`config.mk`:
```
export PLATFORM = sky130hd
export DESIGN_NAME = fbd_dac_control
export DESIGN_NICKNAME = d
export VERILOG_FILES = /design/src/verilog/fbd_pkg.sv /design/src/verilog/fbd_dac_control.sv
export SDC_FILE = /design/constraint.sdc
export NUM_CORES = 1
export LEC_CHECK = 0
export BUFFER_PORTS_ARGS = -buffer_cell sky130_fd_sc_hd__buf_4
export CAP_MARGIN = 20
export CELL_PAD_IN_SITES_DETAIL_PLACEMENT = 0
export CELL_PAD_IN_SITES_GLOBAL_PLACEMENT = 1
export CORE_ASPECT_RATIO = 0.6
export CORE_UTILIZATION = 33
export CTS_CLUSTER_DIAMETER = 200
export CTS_CLUSTER_SIZE = 16
export DETAILED_ROUTE_END_ITERATION = 7
export PLACE_DENSITY = 0.86
export SYNTH_ARGS = -nofsm -noshare
export SYNTH_HDL_FRONTEND = slang
export SYNTH_SLANG_ARGS = --single-unit
export TNS_END_PERCENT = 10
```
`constraint.sdc`:
```
create_clock -name aclk -period 3.2 [get_ports aclk]
set_input_delay 0.16 -clock aclk [delete_from_list [all_inputs] [get_ports aclk]]
set_output_delay 0.16 -clock aclk [all_outputs]
set_load 0.005 [all_outputs]
```
`src/verilog/fbd_pkg.sv`:
```
// constants for the five-bit converter control block
package fbd_pkg;
  // ----------------------------------------------------------------
  // register map (byte addresses)
  // ----------------------------------------------------------------
  localparam logic [3:0] FBD_ADDR_CONTROL = 4'h0;
  localparam logic [3:0] FBD_ADDR_LEVEL   = 4'h4;
  // ----------------------------------------------------------------
  // control register fields
  // ----------------------------------------------------------------
  localparam int FBD_EN_BIT      = 7;
  localparam int FBD_PIN_ONE_BIT = 5;
  localparam int FBD_PIN_TWO_BIT = 4;
  localparam int FBD_POS_SEL_HI  = 3;
  localparam int FBD_POS_SEL_LO  = 2;
  localparam int FBD_NEG_SEL_HI  = 1;
  localparam int FBD_NEG_SEL_LO  = 0;
  localparam logic [7:0] FBD_CONTROL_MASK  = 8'hbf;
  localparam logic [7:0] FBD_LEVEL_MASK    = 8'h1f;
  localparam logic [7:0] FBD_CONTROL_RESET = 8'h00;
  localparam logic [7:0] FBD_LEVEL_RESET   = 8'h00;
  localparam int FBD_LEVEL_BITS = 5;
  // ----------------------------------------------------------------
  // source selector codes
  // ----------------------------------------------------------------
  localparam logic [1:0] FBD_SRC_CODE0 = 2'h0;
  localparam logic [1:0] FBD_SRC_CODE1 = 2'h1;
  localparam logic [1:0] FBD_SRC_CODE2 = 2'h2;
  // ----------------------------------------------------------------
  // axi responses
  // ----------------------------------------------------------------
  localparam logic [1:0] FBD_RESP_OKAY   = 2'h0;
  localparam logic [1:0] FBD_RESP_SLVERR = 2'h2;
endpackage : fbd_pkg

```
`src/verilog/fbd_dac_control.sv`:
```
// five-bit converter control logic with axi4-lite register slave
`timescale 1ns/1ps
module fbd_dac_control
  import fbd_pkg::*;
#(
  parameter bit HAS_NEG_REF_B = 1'b0
)(
  input  wire logic        aclk,
  input  wire logic        aresetn,
  input  wire logic [3:0]  s_axi_awaddr,
  input  wire logic        s_axi_awvalid,
  output logic             s_axi_awready,
  input  wire logic [31:0] s_axi_wdata,
  input  wire logic [3:0]  s_axi_wstrb,
  input  wire logic        s_axi_wvalid,
  output logic             s_axi_wready,
  output logic [1:0]       s_axi_bresp,
  output logic             s_axi_bvalid,
  input  wire logic        s_axi_bready,
  input  wire logic [3:0]  s_axi_araddr,
  input  wire logic        s_axi_arvalid,
  output logic             s_axi_arready,
  output logic [31:0]      s_axi_rdata,
  output logic [1:0]       s_axi_rresp,
  output logic             s_axi_rvalid,
  input  wire logic        s_axi_rready,
  input  wire logic        sleep_active,
  input  wire logic        pin_one_digital_in,
  input  wire logic        pin_two_digital_in,
  output logic             converter_enable,
  output logic [4:0]       level_code,
  output logic             pos_sel_supply,
  output logic             pos_sel_ref_pin,
  output logic             pos_sel_fixed_reference,
  output logic             neg_sel_analog_ground,
  output logic             neg_sel_ref_pin_a,
  output logic             neg_sel_ref_pin_b,
  output logic             converter_pin_one,
  output logic             converter_pin_two,
  output logic             pin_one_digital_override,
  output logic             pin_two_digital_override,
  output logic             pin_one_read,
  output logic             pin_two_read
);

  // ----------------------------------------------------------------
  // register state
  // ----------------------------------------------------------------
  logic [7:0]  control_reg;
  logic [7:0]  control_next;
  logic [7:0]  level_reg;
  logic [7:0]  level_next;
  logic        aw_held_reg;
  logic [3:0]  aw_addr_reg;
  logic        w_held_reg;
  logic [31:0] w_data_reg;
  logic        w_strb0_reg;
  logic        bvalid_reg;
  logic [1:0]  bresp_reg;
  logic        rvalid_reg;
  logic [31:0] rdata_reg;
  logic [1:0]  rresp_reg;

  // ----------------------------------------------------------------
  // write channel
  // ----------------------------------------------------------------
  wire         aw_take    = s_axi_awvalid & s_axi_awready;
  wire         w_take     = s_axi_wvalid & s_axi_wready;
  wire         aw_have    = aw_held_reg | aw_take;
  wire         w_have     = w_held_reg | w_take;
  wire [3:0]   wr_addr    = aw_held_reg ? aw_addr_reg : s_axi_awaddr;
  wire [7:0]   wr_byte    = w_held_reg ? w_data_reg[7:0] : s_axi_wdata[7:0];
  wire         wr_lane0   = w_held_reg ? w_strb0_reg : s_axi_wstrb[0];
  wire         wr_fire    = aw_have & w_have & ~bvalid_reg;
  wire         wr_hit_ctl = wr_addr == FBD_ADDR_CONTROL;
  wire         wr_hit_lvl = wr_addr == FBD_ADDR_LEVEL;
  wire         wr_ctl     = wr_fire & wr_hit_ctl & wr_lane0;
  wire         wr_lvl     = wr_fire & wr_hit_lvl & wr_lane0;
  wire [1:0]   wr_resp    = (wr_hit_ctl | wr_hit_lvl) ? FBD_RESP_OKAY : FBD_RESP_SLVERR;

  assign s_axi_awready = ~aw_held_reg & ~bvalid_reg;
  assign s_axi_wready  = ~w_held_reg & ~bvalid_reg;
  assign s_axi_bvalid  = bvalid_reg;
  assign s_axi_bresp   = bresp_reg;

  // unimplemented bits masked off so they never store
  assign control_next = wr_ctl ? (wr_byte & FBD_CONTROL_MASK) : control_reg;
  assign level_next   = wr_lvl ? (wr_byte & FBD_LEVEL_MASK) : level_reg;

  // sleep_active deliberately unused: registers keep state and run
  always_ff @(posedge aclk)
  begin
    if (!aresetn)
    begin
      control_reg <= FBD_CONTROL_RESET;
      level_reg   <= FBD_LEVEL_RESET;
    end
    else
    begin
      control_reg <= control_next;
      level_reg   <= level_next;
    end
  end

  always_ff @(posedge aclk)
  begin
    if (!aresetn)
    begin
      aw_held_reg <= 1'b0;
      aw_addr_reg <= 4'h0;
      w_held_reg  <= 1'b0;
      w_data_reg  <= 32'h0000_0000;
      w_strb0_reg <= 1'b0;
      bvalid_reg  <= 1'b0;
      bresp_reg   <= FBD_RESP_OKAY;
    end
    else
    begin
      aw_held_reg <= aw_have & ~wr_fire;
      w_held_reg  <= w_have & ~wr_fire;
      if (aw_take)
        aw_addr_reg <= s_axi_awaddr;
      if (w_take)
      begin
        w_data_reg  <= s_axi_wdata;
        w_strb0_reg <= s_axi_wstrb[0];
      end
      if (wr_fire)
      begin
        bvalid_reg <= 1'b1;
        bresp_reg  <= wr_resp;
      end
      else if (s_axi_bready)
        bvalid_reg <= 1'b0;
    end
  end

  // ----------------------------------------------------------------
  // read channel
  // ----------------------------------------------------------------
  wire         rd_take    = s_axi_arvalid & s_axi_arready;
  wire         rd_hit_ctl = s_axi_araddr == FBD_ADDR_CONTROL;
  wire         rd_hit_lvl = s_axi_araddr == FBD_ADDR_LEVEL;
  wire [31:0]  rd_word    = rd_hit_ctl ? {24'h00_0000, control_reg} :
                            rd_hit_lvl ? {24'h00_0000, level_reg} : 32'h0000_0000;
  wire [1:0]   rd_resp    = (rd_hit_ctl | rd_hit_lvl) ? FBD_RESP_OKAY : FBD_RESP_SLVERR;

  assign s_axi_arready = ~rvalid_reg;
  assign s_axi_rvalid  = rvalid_reg;
  assign s_axi_rdata   = rdata_reg;
  assign s_axi_rresp   = rresp_reg;

  always_ff @(posedge aclk)
  begin
    if (!aresetn)
    begin
      rvalid_reg <= 1'b0;
      rdata_reg  <= 32'h0000_0000;
      rresp_reg  <= FBD_RESP_OKAY;
    end
    else if (rd_take)
    begin
      rvalid_reg <= 1'b1;
      rdata_reg  <= rd_word;
      rresp_reg  <= rd_resp;
    end
    else if (s_axi_rready)
      rvalid_reg <= 1'b0;
  end

  // ----------------------------------------------------------------
  // analog selection, straight from registers
  // ----------------------------------------------------------------
  wire [1:0] pos_sel = control_reg[FBD_POS_SEL_HI:FBD_POS_SEL_LO];
  wire [1:0] neg_sel = control_reg[FBD_NEG_SEL_HI:FBD_NEG_SEL_LO];

  assign converter_enable        = control_reg[FBD_EN_BIT];
  // ladder tap: vout = vneg + (vpos - vneg) * code / 2^5
  assign level_code              = level_reg[FBD_LEVEL_BITS-1:0];
  assign pos_sel_supply          = pos_sel == FBD_SRC_CODE0;
  assign pos_sel_ref_pin         = pos_sel == FBD_SRC_CODE1;
  assign pos_sel_fixed_reference = pos_sel == FBD_SRC_CODE2;
  assign neg_sel_analog_ground   = neg_sel == FBD_SRC_CODE0;
  assign neg_sel_ref_pin_a       = neg_sel == FBD_SRC_CODE1;
  assign neg_sel_ref_pin_b       = HAS_NEG_REF_B & (neg_sel == FBD_SRC_CODE2);

  // ----------------------------------------------------------------
  // pin routing and digital overrides
  // ----------------------------------------------------------------
  wire pin_one_output_enable = control_reg[FBD_PIN_ONE_BIT];
  wire pin_two_output_enable = control_reg[FBD_PIN_TWO_BIT];

  assign converter_pin_one        = pin_one_output_enable;
  assign converter_pin_two        = pin_two_output_enable;
  assign pin_one_digital_override = pin_one_output_enable;
  assign pin_two_digital_override = pin_two_output_enable;
  assign pin_one_read             = pin_one_digital_in & ~pin_one_output_enable;
  assign pin_two_read             = pin_two_digital_in & ~pin_two_output_enable;

  // ----------------------------------------------------------------
  // checks
  // ----------------------------------------------------------------
  AST_ENABLE_FOLLOWS_BIT: assert property (@(posedge aclk) disable iff (!aresetn)
    wr_ctl |=> converter_enable == $past(wr_byte[FBD_EN_BIT])) else $error("enable does not follow bit 7");
  AST_LEVEL_WRITE_NEXT: assert property (@(posedge aclk) disable iff (!aresetn)
    wr_lvl |=> level_code == $past(wr_byte[4:0])) else $error("level code not loaded");
  AST_LEVEL_RANGE: assert property (@(posedge aclk) disable iff (!aresetn)
    level_reg[7:5] == 3'h0) else $error("level upper bits set");
  AST_PIN_ONE: assert property (@(posedge aclk) disable iff (!aresetn)
    wr_ctl |=> converter_pin_one == $past(wr_byte[5])) else $error("pin one routing wrong");
  AST_PIN_TWO: assert property (@(posedge aclk) disable iff (!aresetn)
    wr_ctl |=> converter_pin_two == $past(wr_byte[4])) else $error("pin two routing wrong");
  AST_OVERRIDE: assert property (@(posedge aclk) disable iff (!aresetn)
    wr_ctl |=> {pin_one_digital_override, pin_two_digital_override} == $past(wr_byte[5:4]))
    else $error("override mismatch");
  AST_READ_ZERO: assert property (@(posedge aclk) disable iff (!aresetn)
    (converter_pin_one |-> !pin_one_read) and (converter_pin_two |-> !pin_two_read))
    else $error("converter pin read not zero");
  AST_POS_ONEHOT: assert property (@(posedge aclk) disable iff (!aresetn)
    pos_sel != 2'h3 |-> $onehot({pos_sel_supply, pos_sel_ref_pin, pos_sel_fixed_reference}))
    else $error("positive select decode wrong");
  AST_NEG_RESERVED: assert property (@(posedge aclk) disable iff (!aresetn)
    neg_sel == 2'h3 |-> !(neg_sel_analog_ground | neg_sel_ref_pin_a | neg_sel_ref_pin_b))
    else $error("reserved negative code selects a source");
  AST_HOLD_IN_SLEEP: assert property (@(posedge aclk) disable iff (!aresetn)
    sleep_active && !wr_ctl |=> $stable(control_reg)) else $error("control changed in sleep");
  AST_RESET_CLEARS: assert property (@(posedge aclk)
    !aresetn |=> control_reg == 8'h00 && level_reg == 8'h00) else $error("reset did not clear");
  AST_BIT6_ZERO: assert property (@(posedge aclk) disable iff (!aresetn)
    s_axi_rvalid && $past(rd_take && rd_hit_ctl) |-> !s_axi_rdata[6]) else $error("bit 6 reads one");
  AST_WRITE_READBACK: assert property (@(posedge aclk) disable iff (!aresetn)
    wr_ctl |=> control_reg == ($past(wr_byte) & FBD_CONTROL_MASK)) else $error("control write lost");

  // ----------------------------------------------------------------
  // bus handshake, decode, pin read, reset and sleep checks
  // ----------------------------------------------------------------
  AST_BUSY_REFUSES_WRITE: assert property (@(posedge aclk) disable iff (!aresetn)
    s_axi_bvalid |-> !s_axi_awready && !s_axi_wready)
    else $error("write accepted while response pending");
  AST_BUSY_REFUSES_READ: assert property (@(posedge aclk) disable iff (!aresetn)
    s_axi_rvalid |-> !s_axi_arready)
    else $error("read accepted while data pending");
  AST_WRITE_ANSWER: assert property (@(posedge aclk) disable iff (!aresetn)
    wr_fire |=> s_axi_bvalid)
    else $error("write response missing");
  AST_READ_ANSWER: assert property (@(posedge aclk) disable iff (!aresetn)
    rd_take |=> s_axi_rvalid && s_axi_rdata[31:8] == 24'h00_0000)
    else $error("read data missing or upper bits set");
  AST_READ_CONTROL: assert property (@(posedge aclk) disable iff (!aresetn)
    rd_take && rd_hit_ctl |=> s_axi_rdata[7:0] == $past(control_reg))
    else $error("control readback wrong");
  AST_READ_LEVEL: assert property (@(posedge aclk) disable iff (!aresetn)
    rd_take && rd_hit_lvl |=> s_axi_rdata[7:0] == $past(level_reg))
    else $error("level readback wrong");
  AST_WRITE_BAD_ADDR: assert property (@(posedge aclk) disable iff (!aresetn)
    wr_fire && !(wr_hit_ctl || wr_hit_lvl) |=> s_axi_bresp == FBD_RESP_SLVERR && $stable(control_reg) && $stable(level_reg))
    else $error("unmapped write not refused");
  AST_READ_BAD_ADDR: assert property (@(posedge aclk) disable iff (!aresetn)
    rd_take && !(rd_hit_ctl || rd_hit_lvl) |=> s_axi_rresp == FBD_RESP_SLVERR && s_axi_rdata == 32'h0000_0000)
    else $error("unmapped read not refused");
  AST_LANE_OFF_NO_STORE: assert property (@(posedge aclk) disable iff (!aresetn)
    wr_fire && !wr_lane0 |=> $stable(control_reg) && $stable(level_reg))
    else $error("write stored with lane zero off");
  AST_SOURCE_WRITE_NEXT: assert property (@(posedge aclk) disable iff (!aresetn)
    wr_ctl |=> pos_sel == $past(wr_byte[FBD_POS_SEL_HI:FBD_POS_SEL_LO]) &&
               neg_sel == $past(wr_byte[FBD_NEG_SEL_HI:FBD_NEG_SEL_LO]))
    else $error("source select not loaded");
  AST_POS_RESERVED: assert property (@(posedge aclk) disable iff (!aresetn)
    pos_sel == 2'h3 |-> !(pos_sel_supply || pos_sel_ref_pin || pos_sel_fixed_reference))
    else $error("reserved positive code selects a source");
  AST_NEG_B_ABSENT: assert property (@(posedge aclk) disable iff (!aresetn)
    !HAS_NEG_REF_B |-> !neg_sel_ref_pin_b)
    else $error("second negative pin selected where absent");
  AST_NEG_B_PRESENT: assert property (@(posedge aclk) disable iff (!aresetn)
    HAS_NEG_REF_B && neg_sel == FBD_SRC_CODE2 |-> neg_sel_ref_pin_b)
    else $error("second negative pin not selected");
  AST_READ_PASSES: assert property (@(posedge aclk) disable iff (!aresetn)
    !converter_pin_one |-> pin_one_read == pin_one_digital_in)
    else $error("released pin read blocked");
  AST_RESET_DISCONNECTS: assert property (@(posedge aclk)
    !aresetn |=> !converter_enable && !converter_pin_one && !converter_pin_two && level_code == 5'h00)
    else $error("reset left converter connected");
  AST_RESET_BUS_IDLE: assert property (@(posedge aclk)
    !aresetn |=> !s_axi_bvalid && !s_axi_rvalid)
    else $error("reset left a response pending");
  AST_LEVEL_KEPT: assert property (@(posedge aclk) disable iff (!aresetn)
    sleep_active && !wr_lvl |=> $stable(level_reg))
    else $error("level changed in sleep");

endmodule : fbd_dac_control

```
==> impl_results.md, run 1 <==
- Outcome: finished clean
- Pre-CTS WS: 1086 ps
- Commonest non-fill, non-tap cell in the layout: buf_4
- Vias in the first global route: 1,282
- Met2 WL: 1.598 mm
- Starting Density: 35.87%
- I/O pins: 113
- MaxCap Viol Count: 0
- Gpl congestion: 0.7205
- Clock Tree Root: clkbuf_8
- Worst min path class: primary input to flop
- Setup TNS: 0 ps
- Vias per cell: 4.386
- Largest net degree at the start of global routing: 40
- RSZ-0062 raised after global routing: false
- CTS tree: done
- WP data required: 3420 ps
- Layout cell share with drive strength beyond 1: 28.46%
- Commonest non-fill, non-tap cells in the layout: 56 x buf_4, 37 x dfxtp_1, 29 x nand2_1, 28 x conb_1, 18 x mux2i_1
- Syn avg cell area: 9.019 um^2
- Netlist cell types: 32
- Avg WL per Cell: 11.95 um
- Max IR drop VDD: 0.2365 mV
- Cells along the critical path: or4b_4 -> a2111o_1 -> nor2b_2 -> mux2i_1
- Fillers: 546
- DRT met1 WL: 2.130 mm
- CTS Sinks: 37
- Via count: 1,478
- Setup Crit Path Kind: flop to flop
- Placed cells: 329
- # diodes: 0
- Clock Latency Late Sink: 290 ps
- Die Span X: 100.0 um
- CTS Hold Bufs: 0
- YS warnings: 0
- GRT Resource Usage Total: 13.89%
- Die span in y: 60.83 um
- Crit path max-delay cell type: or4b_4
- Total power: 1091 uW
- Synth Register Bits: 37
- Minimum hold slack: 103.6 ps
- Count of final max-slew check failures: 0
- Leakage: 0.001006 uW
- Ratio of final minimum period to clock period: 66.92%
- Setup bufs post-CTS: 0
- Met3 routed WL: 273 um
- Critical-path maximum fanout: 7
- H-tree levels: 2
- Layout Cells excl Fill: 337
- DRC: 0
- Iter 0 DRT Violations: 57
- Final Hold Fails: 0
- First-pass GRT wire length: 6.299 mm
- Clock Tree Buf Depth: 2
- Fmax: 467.0 MHz
- Post-DP HPWL: 2.958 mm
- CTS clk-pin slew, worst paths: 70 ps
- Sequential-to-total area share from yosys stat: 38.92%
- Area of the core: 5305 um^2
- Top Layer Used: met4
- Port Buffers: 55
- Worst Skew: 5.249 ps
- Final worst setup slack: 1059 ps
- Remaining Overflow, GRT: 0
- Setup crit end kind: flop
- Core Rows: 20
- Synthesized area: 1903 um^2
- DRT Pass-1 Iters: 4
- Final setup viols: 0
- Post-Synthesis Cells: 211
- Pwr Density: 463.6 nW/um^2
- Final min period: 2141 ps
- Drt total wl: 4.028 mm
- Initial antenna violation count: 0
- Post-DRT Antenna Nets: 0
- Area Growth Syn to Fin: 23.60%
- CP max stage delay: 520 ps
- Die ar.: 6085 um^2
- Num CTS Buffers: 5
- Setup crit start kind: flop
- Nets: 313
- WP data arrival: 2360 ps
- Post_cts resized: 0
[area by class of cell]
class / instances / area (um^2) / area share, %
repair buffers: 56 / 420.4 / 17.87
inverters: 1 / 3.754 / 0.1596
clock buffers: 7 / 86.33 / 3.670
flip-flops and latches: 37 / 740.7 / 31.49
clock inverters: 1 / 30.03 / 1.277
well taps: 77 / 96.34 / 4.096
multi-input cells: 158 / 974.7 / 41.44
[worst paths after layout]
path / slack, ps / cells after the start / end / startpoint
worst max register to register: 1060 / 4 / control_reg[5] / aw_held_reg
worst min-delay path: 100 / 2 / s_axi_rvalid / s_axi_arvalid
worst max-delay path: 1060 / 4 / control_reg[5] / aw_held_reg
worst min register to register: 460 / 2 / w_data_reg[5] / w_data_reg[5]
[critical path: cells and delay by family, from the launching register on]
| family | cells | cell delay [ps] |
|---|---|---|
| mux | 1 | 230 |
| compound gates | 1 | 480 |
| flops | 1 | 460 |
| simple gates | 2 | 900 |
[cell usage after synthesis, drive strengths merged]
master / n / area, um^2
nor3: 5 / 25.02
a2111o: 2 / 22.52
or4b: 1 / 13.76
a21boi: 11 / 82.58
or4: 1 / 11.26
buf: 33 / 251.5
o211a: 1 / 10.01
nor2: 12 / 45.04
inv: 1 / 3.750
o22ai: 1 / 6.260
nor3b: 1 / 7.510
nor2b: 18 / 122.6
or3: 1 / 6.260
mux2: 3 / 33.78
and2: 2 / 12.51
a21oi: 5 / 25.02
mux2i: 18 / 180.2
nand3: 3 / 15.01
nand2: 29 / 108.9
dfxtp: 37 / 740.7
nand2b: 3 / 18.77
conb: 1 / 3.750
o221a: 8 / 90.08
o21a: 1 / 7.510
o211ai: 2 / 15.01
o21ai: 2 / 10.01
clkbuf: 9 / 33.78
[report_power, final]
group          switching, uW  internal (uW)  total [uW]
clock                    169            254         423
sequential              17.0            482         499
combinational           85.1           83.5         169
[per-stage QoR]
stage | instance area, um^2 | utilization (%)
after floorplan | 2004 | -
after global placement | 2236 | 42.15
after detailed placement | 2236 | 42.15
after CTS | 2352 | 44.34
after global routing | 2352 | 44.34
final | 2352 | 44.34
[cell families after synthesis]
group	after synthesis	share of synthesized area, %
other cells	1	0.1970
buf+inv	43	15.19
mux	21	11.24
simple gates	76	20.32
compound gates	33	14.14
flops	37	38.92
[per-layer routing]
| layer | track usage (%) | up-vias |
|---|---|---|
| met3 | 5.069 | 3 |
| li1 | - | 755 |
| met4 | 4.348 | 0 |
| met2 | 19.11 | 49 |
| met5 | 0 | - |
| met1 | 20.04 | 671 |
(Power assumes the default switching activity.)
==> run 2: changes to the inputs <==
--- a/config.mk
+++ b/config.mk
@@ -5,16 +5,17 @@
 export SDC_FILE = /design/constraint.sdc
 export NUM_CORES = 1
 export LEC_CHECK = 0
+export ABC_AREA = 1
 export BUFFER_PORTS_ARGS = -buffer_cell sky130_fd_sc_hd__buf_4
 export CAP_MARGIN = 20
 export CELL_PAD_IN_SITES_DETAIL_PLACEMENT = 0
 export CELL_PAD_IN_SITES_GLOBAL_PLACEMENT = 1
 export CORE_ASPECT_RATIO = 0.6
-export CORE_UTILIZATION = 33
+export CORE_UTILIZATION = 26
 export CTS_CLUSTER_DIAMETER = 200
 export CTS_CLUSTER_SIZE = 16
 export DETAILED_ROUTE_END_ITERATION = 7
-export PLACE_DENSITY = 0.86
+export PLACE_DENSITY = 0.75
 export SYNTH_ARGS = -nofsm -noshare
 export SYNTH_HDL_FRONTEND = slang
 export SYNTH_SLANG_ARGS = --single-unit
==> constraint.sdc (replaced) <==
create_clock -name aclk -period 1.9 [get_ports aclk]
set_input_delay 0.095 -clock aclk [delete_from_list [all_inputs] [get_ports aclk]]
set_output_delay 0.095 -clock aclk [all_outputs]
set_load 0.005 [all_outputs]
==> impl_results.md, run 2 <==
- Via count: 1,691 (+14%)
- Final setup viols: 0 (unchanged)
- Outcome: finished clean
- Placed cells: 418 (+27%)
- DRT Pass-1 Iters: 4 (unchanged)
- Post-Synthesis Cells: 269 (+27%)
- Vias in the first global route: 1,588 (+24%)
- R2r endpoint: control_reg[0]
- Synthesized area: 1951 um^2 (+2.5%)
- Setup crit end kind: flop
- Leakage: 0.001172 uW (+17%)
- Hold path cells: 3 (+1)
- Count of final max-slew check failures: 0 (unchanged)
- Nets: 375 (+20%)
- Initial antenna violation count: 0 (unchanged)
- Top cell type's share of synthesized area: 37.97% (-0.95 points)
- Vias per cell: 3.969 (-9.5%)
- H-tree levels: 2 (unchanged)
- Setup crit start kind: flop
- Max IR drop VDD: 0.3211 mV (+36%)
- DRC: 0 (unchanged)
- Clock Tree Root: clkbuf_16
- Worst Skew: 5.825 ps (+0.5761 ps)
- Total power: 2118 uW (+94%)
- Worst-Margin Slew: 522.9 ps
- Post-DRT Antenna Nets: 0 (unchanged)
- Reg2reg start: aw_held_reg
- Setup TNS: 0 ps (unchanged)
- Async set-reset flop share out of synthesis: 0% (unchanged)
- Layout Cells excl Fill: 426 (+26%)
- Worst min path class: primary input to flop
- CTS clk-pin slew, worst paths: 60 ps (about the same)
- Clock Tree Buf Depth: 2 (unchanged)
- Starting Density: 26.84% (-9.0 points)
- Ratio of final minimum period to clock period: 80.48% (+14 points)
- RSZ-0062 raised after global routing: false
- Largest net degree at the start of global routing: 34 (-15%)
- Commonest non-fill, non-tap cells in the layout: 56 x buf_4, 55 x nor2_1, 37 x nand2_1, 37 x dfxtp_1, 28 x conb_1
- Fmax: 654.0 MHz (+40%)
- MaxCap Viol Count: 0 (unchanged)
- Final min period: 1529 ps (-612.4 ps)
- Layout cell share with drive strength beyond 1: 24.84% (-3.6 points)
- Num CTS Buffers: 5 (unchanged)
- Area of the core: 7267 um^2 (+37%)
- Hold Path Origin: s_axi_wdata[0]
- First-pass GRT wire length: 7.583 mm (+20%)
- Clock Latency Late Sink: 280 ps (about the same)
- Post-synth EDFFs: 0 (unchanged)
- Setup bufs post-CTS: 0 (unchanged)
- Post_cts resized: 0 (unchanged)
- Post-DP HPWL: 3.472 mm (+17%)
- Relative slew slack: 65.01%
- Die Span X: 113.8 um (+14%)
- Pwr Density: 852.7 nW/um^2 (+84%)
- Top_reg_cell synth: dfxtp_1
- Most numerous cell in the Yosys netlist: nor2_1
- Setup Crit Path Kind: flop to flop
- Area Growth Syn to Fin: 27.33%
- CTS tree: done
- I/O pins: 113 (unchanged)
- CTS Hold Bufs: 0 (unchanged)
- # diodes: 0 (unchanged)
- Drt total wl: 4.396 mm (+9.1%)
- Commonest non-fill, non-tap cell in the layout: buf_4
- Syn avg cell area: 7.251 um^2 (-20%)
- WP data arrival: 1700 ps (-660 ps)
- GRT Resource Usage Total: 12.23% (-1.7 points)
- R2r setup slk: 370 ps (-690 ps)
- Die span in y: 69.10 um (+14%)
- Remaining Overflow, GRT: 0 (unchanged)
- Synth area leaders: dfxtp_1 38%, buf_4 12%, nor2_1 11%
- Hold EP: w_data_reg[0]
- Die ar.: 7864 um^2 (+29%)
- Port Buffers: 55 (unchanged)
- Core Rows: 24 (+20%)
- Critical-path maximum fanout: 12 (+5)
- Sequential-to-total area share from yosys stat: 37.97% (-0.95 points)
- Avg WL per Cell: 10.32 um (-14%)
- Top cells by count, synth: 55 x nor2_1, 37 x dfxtp_1, 37 x nand2_1
- YS warnings: 0 (unchanged)
- Worst Reg-to-Reg Cells: 7 (+3)
- WP data required: 2080 ps (-1340 ps)
- Netlist cell types: 31 (-3.1%)
- Synth area leader: dfxtp_1
- Final Hold Fails: 0 (unchanged)
- Iter 0 DRT Violations: 81 (+42%)
- Gpl congestion: 0.7731 (+7.3%)
- CTS Sinks: 37 (unchanged)
- Synth Register Bits: 37 (unchanged)
==> run 2: changes by cell type after synthesis, moves of 5 or more <==
cell,before,now
mux2i_1,18,0
nand2_1,29,37
inv_1,1,26
clkbuf_1,9,1
nor2_1,12,55
nand4_1,0,12
a21boi_0,11,2
buf_2,0,5
nor2b_1,16,0
o21ai_0,2,19
==> run 2: cell type report <==
type / instances / area, um^2
Inverter: 29 / 111.4
Clock inverter: 1 / 5.005
Multi-Input combinational cell: 192 / 923.4
Fill cell: 796 / 4783
Sequential cell: 37 / 740.7
Tap cell: 104 / 130.1
Clock buffer: 7 / 152.6
Timing Repair Buffer: 56 / 420.4
==> run 2: cell families (layout without fill, tap and decap cells) <==
kind of cell           count (synthesis)  in the layout  synth area share, %
AO/OA/AOI/OAI                         43             43                13.02
other                                  1             28               0.1922
AND/OR/NAND/NOR                      121            121                28.93
flip-flops                            37             37                37.97
buffers and inverters                 67             93                19.88
==> run 2: how the worst max path moves through the flow <==
stage | from | end | cells past startpoint
6_report | aw_held_reg | control_reg[0] | 7
5_1_grt | aw_held_reg | level_reg[3] | 7
4_1_cts | aw_held_reg | control_reg[0] | 7
3_5_place_dp | aw_held_reg | control_reg[0] | 7
3_3_place_gp | aw_held_reg | control_reg[0] | 7
2_1_floorplan | aw_held_reg | control_reg[5] | 8
==> run 2: worst max-delay path: stages, from the launching register on <==
cell and delay, ps:
dfxtp_1 470, inv_2 70, nor2_2 90, nand2_2 70, a21oi_2 410, nand4_1 180
nand2_1 100, nor2_1 40
==> run 2: routing by layer <==
| metal | vias to the layer above | global-route usage (%) | part of all wire, % |
|---|---|---|---|
| met1 | 726 | 18.01 | 53 |
| met3 | 2 | 4.398 | 8.1 |
| met2 | 53 | 16.80 | 39 |
| met4 | 0 | 2.597 | 0.18 |
| li1 | 910 | - | - |
| met5 | - | 0 | 0 |
==> run 2: stage by stage <==
step | util (%) | hold slack (ps) | setup WS (ps) | area [um^2]
after global placement | 32.01 | 350.4 | 403.4 | 2326
after global routing | 34.18 | 88.37 | 156.8 | 2484
final | 34.18 | 79.31 | 370.9 | 2484
after CTS | 34.18 | 76.91 | 359.0 | 2484
after floorplan | - | 233.3 | 696.7 | 2052
after detailed placement | 32.01 | 364.5 | 372.5 | 2326
==> run 2: report_power, final <==
group	leakage [uW]	switching, uW	internal, uW
clock network	0.0000799	301	555
registers	0.000303	36.6	833
logic	0.000789	236	156
==> run 3: changes to the inputs <==
--- a/config.mk
+++ b/config.mk
@@ -11,11 +11,11 @@
 export CELL_PAD_IN_SITES_DETAIL_PLACEMENT = 0
 export CELL_PAD_IN_SITES_GLOBAL_PLACEMENT = 1
 export CORE_ASPECT_RATIO = 0.6
-export CORE_UTILIZATION = 26
+export CORE_UTILIZATION = 29
 export CTS_CLUSTER_DIAMETER = 200
 export CTS_CLUSTER_SIZE = 16
 export DETAILED_ROUTE_END_ITERATION = 7
-export PLACE_DENSITY = 0.75
+export PLACE_DENSITY = 0.79
 export SYNTH_ARGS = -nofsm -noshare
 export SYNTH_HDL_FRONTEND = slang
 export SYNTH_SLANG_ARGS = --single-unit
==> constraint.sdc (replaced) <==
create_clock -name aclk -period 1.6 [get_ports aclk]
set_input_delay 0.08 -clock aclk [delete_from_list [all_inputs] [get_ports aclk]]
set_output_delay 0.08 -clock aclk [all_outputs]
set_load 0.005 [all_outputs]
==> impl_results.md, run 3 (synthesis results as in run 2) <==
- CP Buf/Inv Count: 1 (unchanged)
- Placed cells: 401 (-4.1%)
- Num CTS Buffers: 5 (unchanged)
- Outcome: finished clean
- Clock Latency Late Sink: 290 ps (about the same)
- Hold Path Origin: s_axi_araddr[3]
- Starting Density: 30.94% (+4.1 points)
- Fmax: 716.6 MHz (+9.6%)
- Setup crit start kind: flop
- CTS Sinks: 37 (unchanged)
- Post-DP HPWL: 3.407 mm (-1.9%)
- Count of final max-slew check failures: 0 (unchanged)
- Final Hold Fails: 0 (unchanged)
- Clock Tree Buf Depth: 2 (unchanged)
- First-pass GRT wire length: 6.858 mm (-9.6%)
- Vias per cell: 4.230 (+6.6%)
- MaxCap Viol Count: 0 (unchanged)
- Leakage: 0.001152 uW (-1.7%)
- Cell family with most CP delay: simple AND/OR/NAND/NOR gates
- Avg WL per Cell: 10.78 um (+4.4%)
- Layout Cells excl Fill: 409 (-4.0%)
- Port Buffers: 55 (unchanged)
- Setup TNS: 0 ps (unchanged)
- Commonest non-fill, non-tap cell in the layout: buf_4
- WP data arrival: 1580 ps (-120 ps)
- Die span in y: 65.53 um (-5.2%)
- Max IR drop VDD: 0.3233 mV (+0.69%)
- Layout cell share with drive strength beyond 1: 25.23% (+0.39 points)
- R2r setup slk: 200 ps (-170 ps)
- Gpl congestion: 0.7697 (-0.44%)
- Nets: 378 (+0.80%)
- Via count: 1,730 (+2.3%)
- CTS tree: done
- I/O pins: 113 (unchanged)
- CP most frequent cell: nor2_1
- Commonest non-fill, non-tap cells in the layout: 59 x buf_4, 55 x nor2_1, 37 x nand2_1, 37 x dfxtp_1, 28 x conb_1
- Cells along the critical path: nor2_1 -> nand2_1 -> inv_1 -> nor2_1 -> nor2_1
- Area Growth Syn to Fin: 23.35%
- Final min period: 1395 ps (-133.6 ps)
- Die ar.: 7069 um^2 (-10%)
- Area of the core: 6304 um^2 (-13%)
- H-tree levels: 2 (unchanged)
- Initial antenna violation count: 0 (unchanged)
- Crit path max-delay cell type: dfxtp_1
- Worst Setup SP: w_held_reg
- CTS Hold Bufs: 0 (unchanged)
- WP data required: 1780 ps (-300 ps)
- Post-DRT Antenna Nets: 0 (unchanged)
- Worst min path class: primary input to flop
- Final setup viols: 0 (unchanged)
- RSZ-0062 raised after global routing: false
- Largest net degree at the start of global routing: 34 (unchanged)
- Clock Tree Root: clkbuf_8
- Ratio of final minimum period to clock period: 87.22% (+6.7 points)
- Reg2reg start: w_held_reg
- Core Rows: 22 (-8.3%)
- CP max stage delay: 510 ps (+40 ps)
- Placed inst area: 2323 um^2 (-0.11%)
- Final Cell Area: 2406 um^2 (-3.1%)
- Setup Crit Path Kind: flop to flop
- Die Span X: 107.9 um (-5.2%)
- Setup bufs post-CTS: 0 (unchanged)
- CTS clk-pin slew, worst paths: 70 ps (about the same)
- DRT Pass-1 Iters: 4 (unchanged)
- GRT Resource Usage Total: 12.74% (+0.51 points)
- Post_cts resized: 0 (unchanged)
- Iter 0 DRT Violations: 53 (-35%)
- Drt total wl: 4.407 mm (+0.25%)
- Remaining Overflow, GRT: 0 (unchanged)
- Worst Skew: 4.310 ps (-1.514 ps)
- Critical-path maximum fanout: 14 (+2)
- Pwr Density: 890.4 nW/um^2 (+4.4%)
- DRC: 0 (unchanged)
- Setup crit end kind: flop
- Vias in the first global route: 1,464 (-7.8%)
- # diodes: 0 (unchanged)
## run 3: cell types whose count changed in the layout (fill, tap and decap cells not counted), sizes merged
cell / previous run / this run
buf: 56 / 59
clkbuf: 7 / 6
clkinv: 1 / 2
## run 3: stage by stage
step	hold WS, ps	setup WS, ps	utilization (%)	total power (uW)
floorplan	218.3	396.7	-	1406
global placement	334.9	212.8	36.86	1519
detailed placement	343.0	196.5	36.86	1528
CTS	33.03	183.7	38.17	2172
global route	38.69	72.10	38.17	2273
finish	40.46	204.5	38.17	2142
## run 3: final cells by class
| type | count | area [um^2] |
|---|---|---|
| Multi-Input combinational cell | 192 | 923.4 |
| Timing Repair Buffer | 59 | 442.9 |
| Sequential cell | 37 | 740.7 |
| Clock buffer | 6 | 72.57 |
| Fill cell | 678 | 3897 |
| Tap cell | 84 | 105.1 |
| Clock inverter | 2 | 10.01 |
| Inverter | 29 | 111.4 |
## run 3: worst paths after layout
| path | endpoint | cells past startpoint |
|---|---|---|
| setup / recovery | w_data_reg[5] | 5 |
| hold / removal | s_axi_rresp[1] | 3 |
| setup reg to reg | w_data_reg[5] | 5 |
| hold reg to reg | w_data_reg[4] | 2 |
## run 3: power breakdown
| group | switching [uW] | total, uW | internal (uW) |
|---|---|---|---|
| logic | 280 | 474 | 193 |
| registers | 46.3 | 1030 | 988 |
| clock network | 332 | 634 | 302 |
| total | 659 | 2140 | 1480 |
## run 3: per-layer routing
| layer | vias to the layer above | track usage, % | share of wire (%) |
|---|---|---|---|
| li1 | 912 | - | - |
| met1 | 763 | 17.73 | 53 |
| met2 | 50 | 18.19 | 40 |
| met3 | 5 | 4.365 | 6.7 |
| met4 | 0 | 4.110 | 0.82 |
| met5 | - | 0 | 0 |
## run 3: worst min-delay path: stages
cell and delay (ps):
buf_4 80, inv_1 40, a31oi_1 100
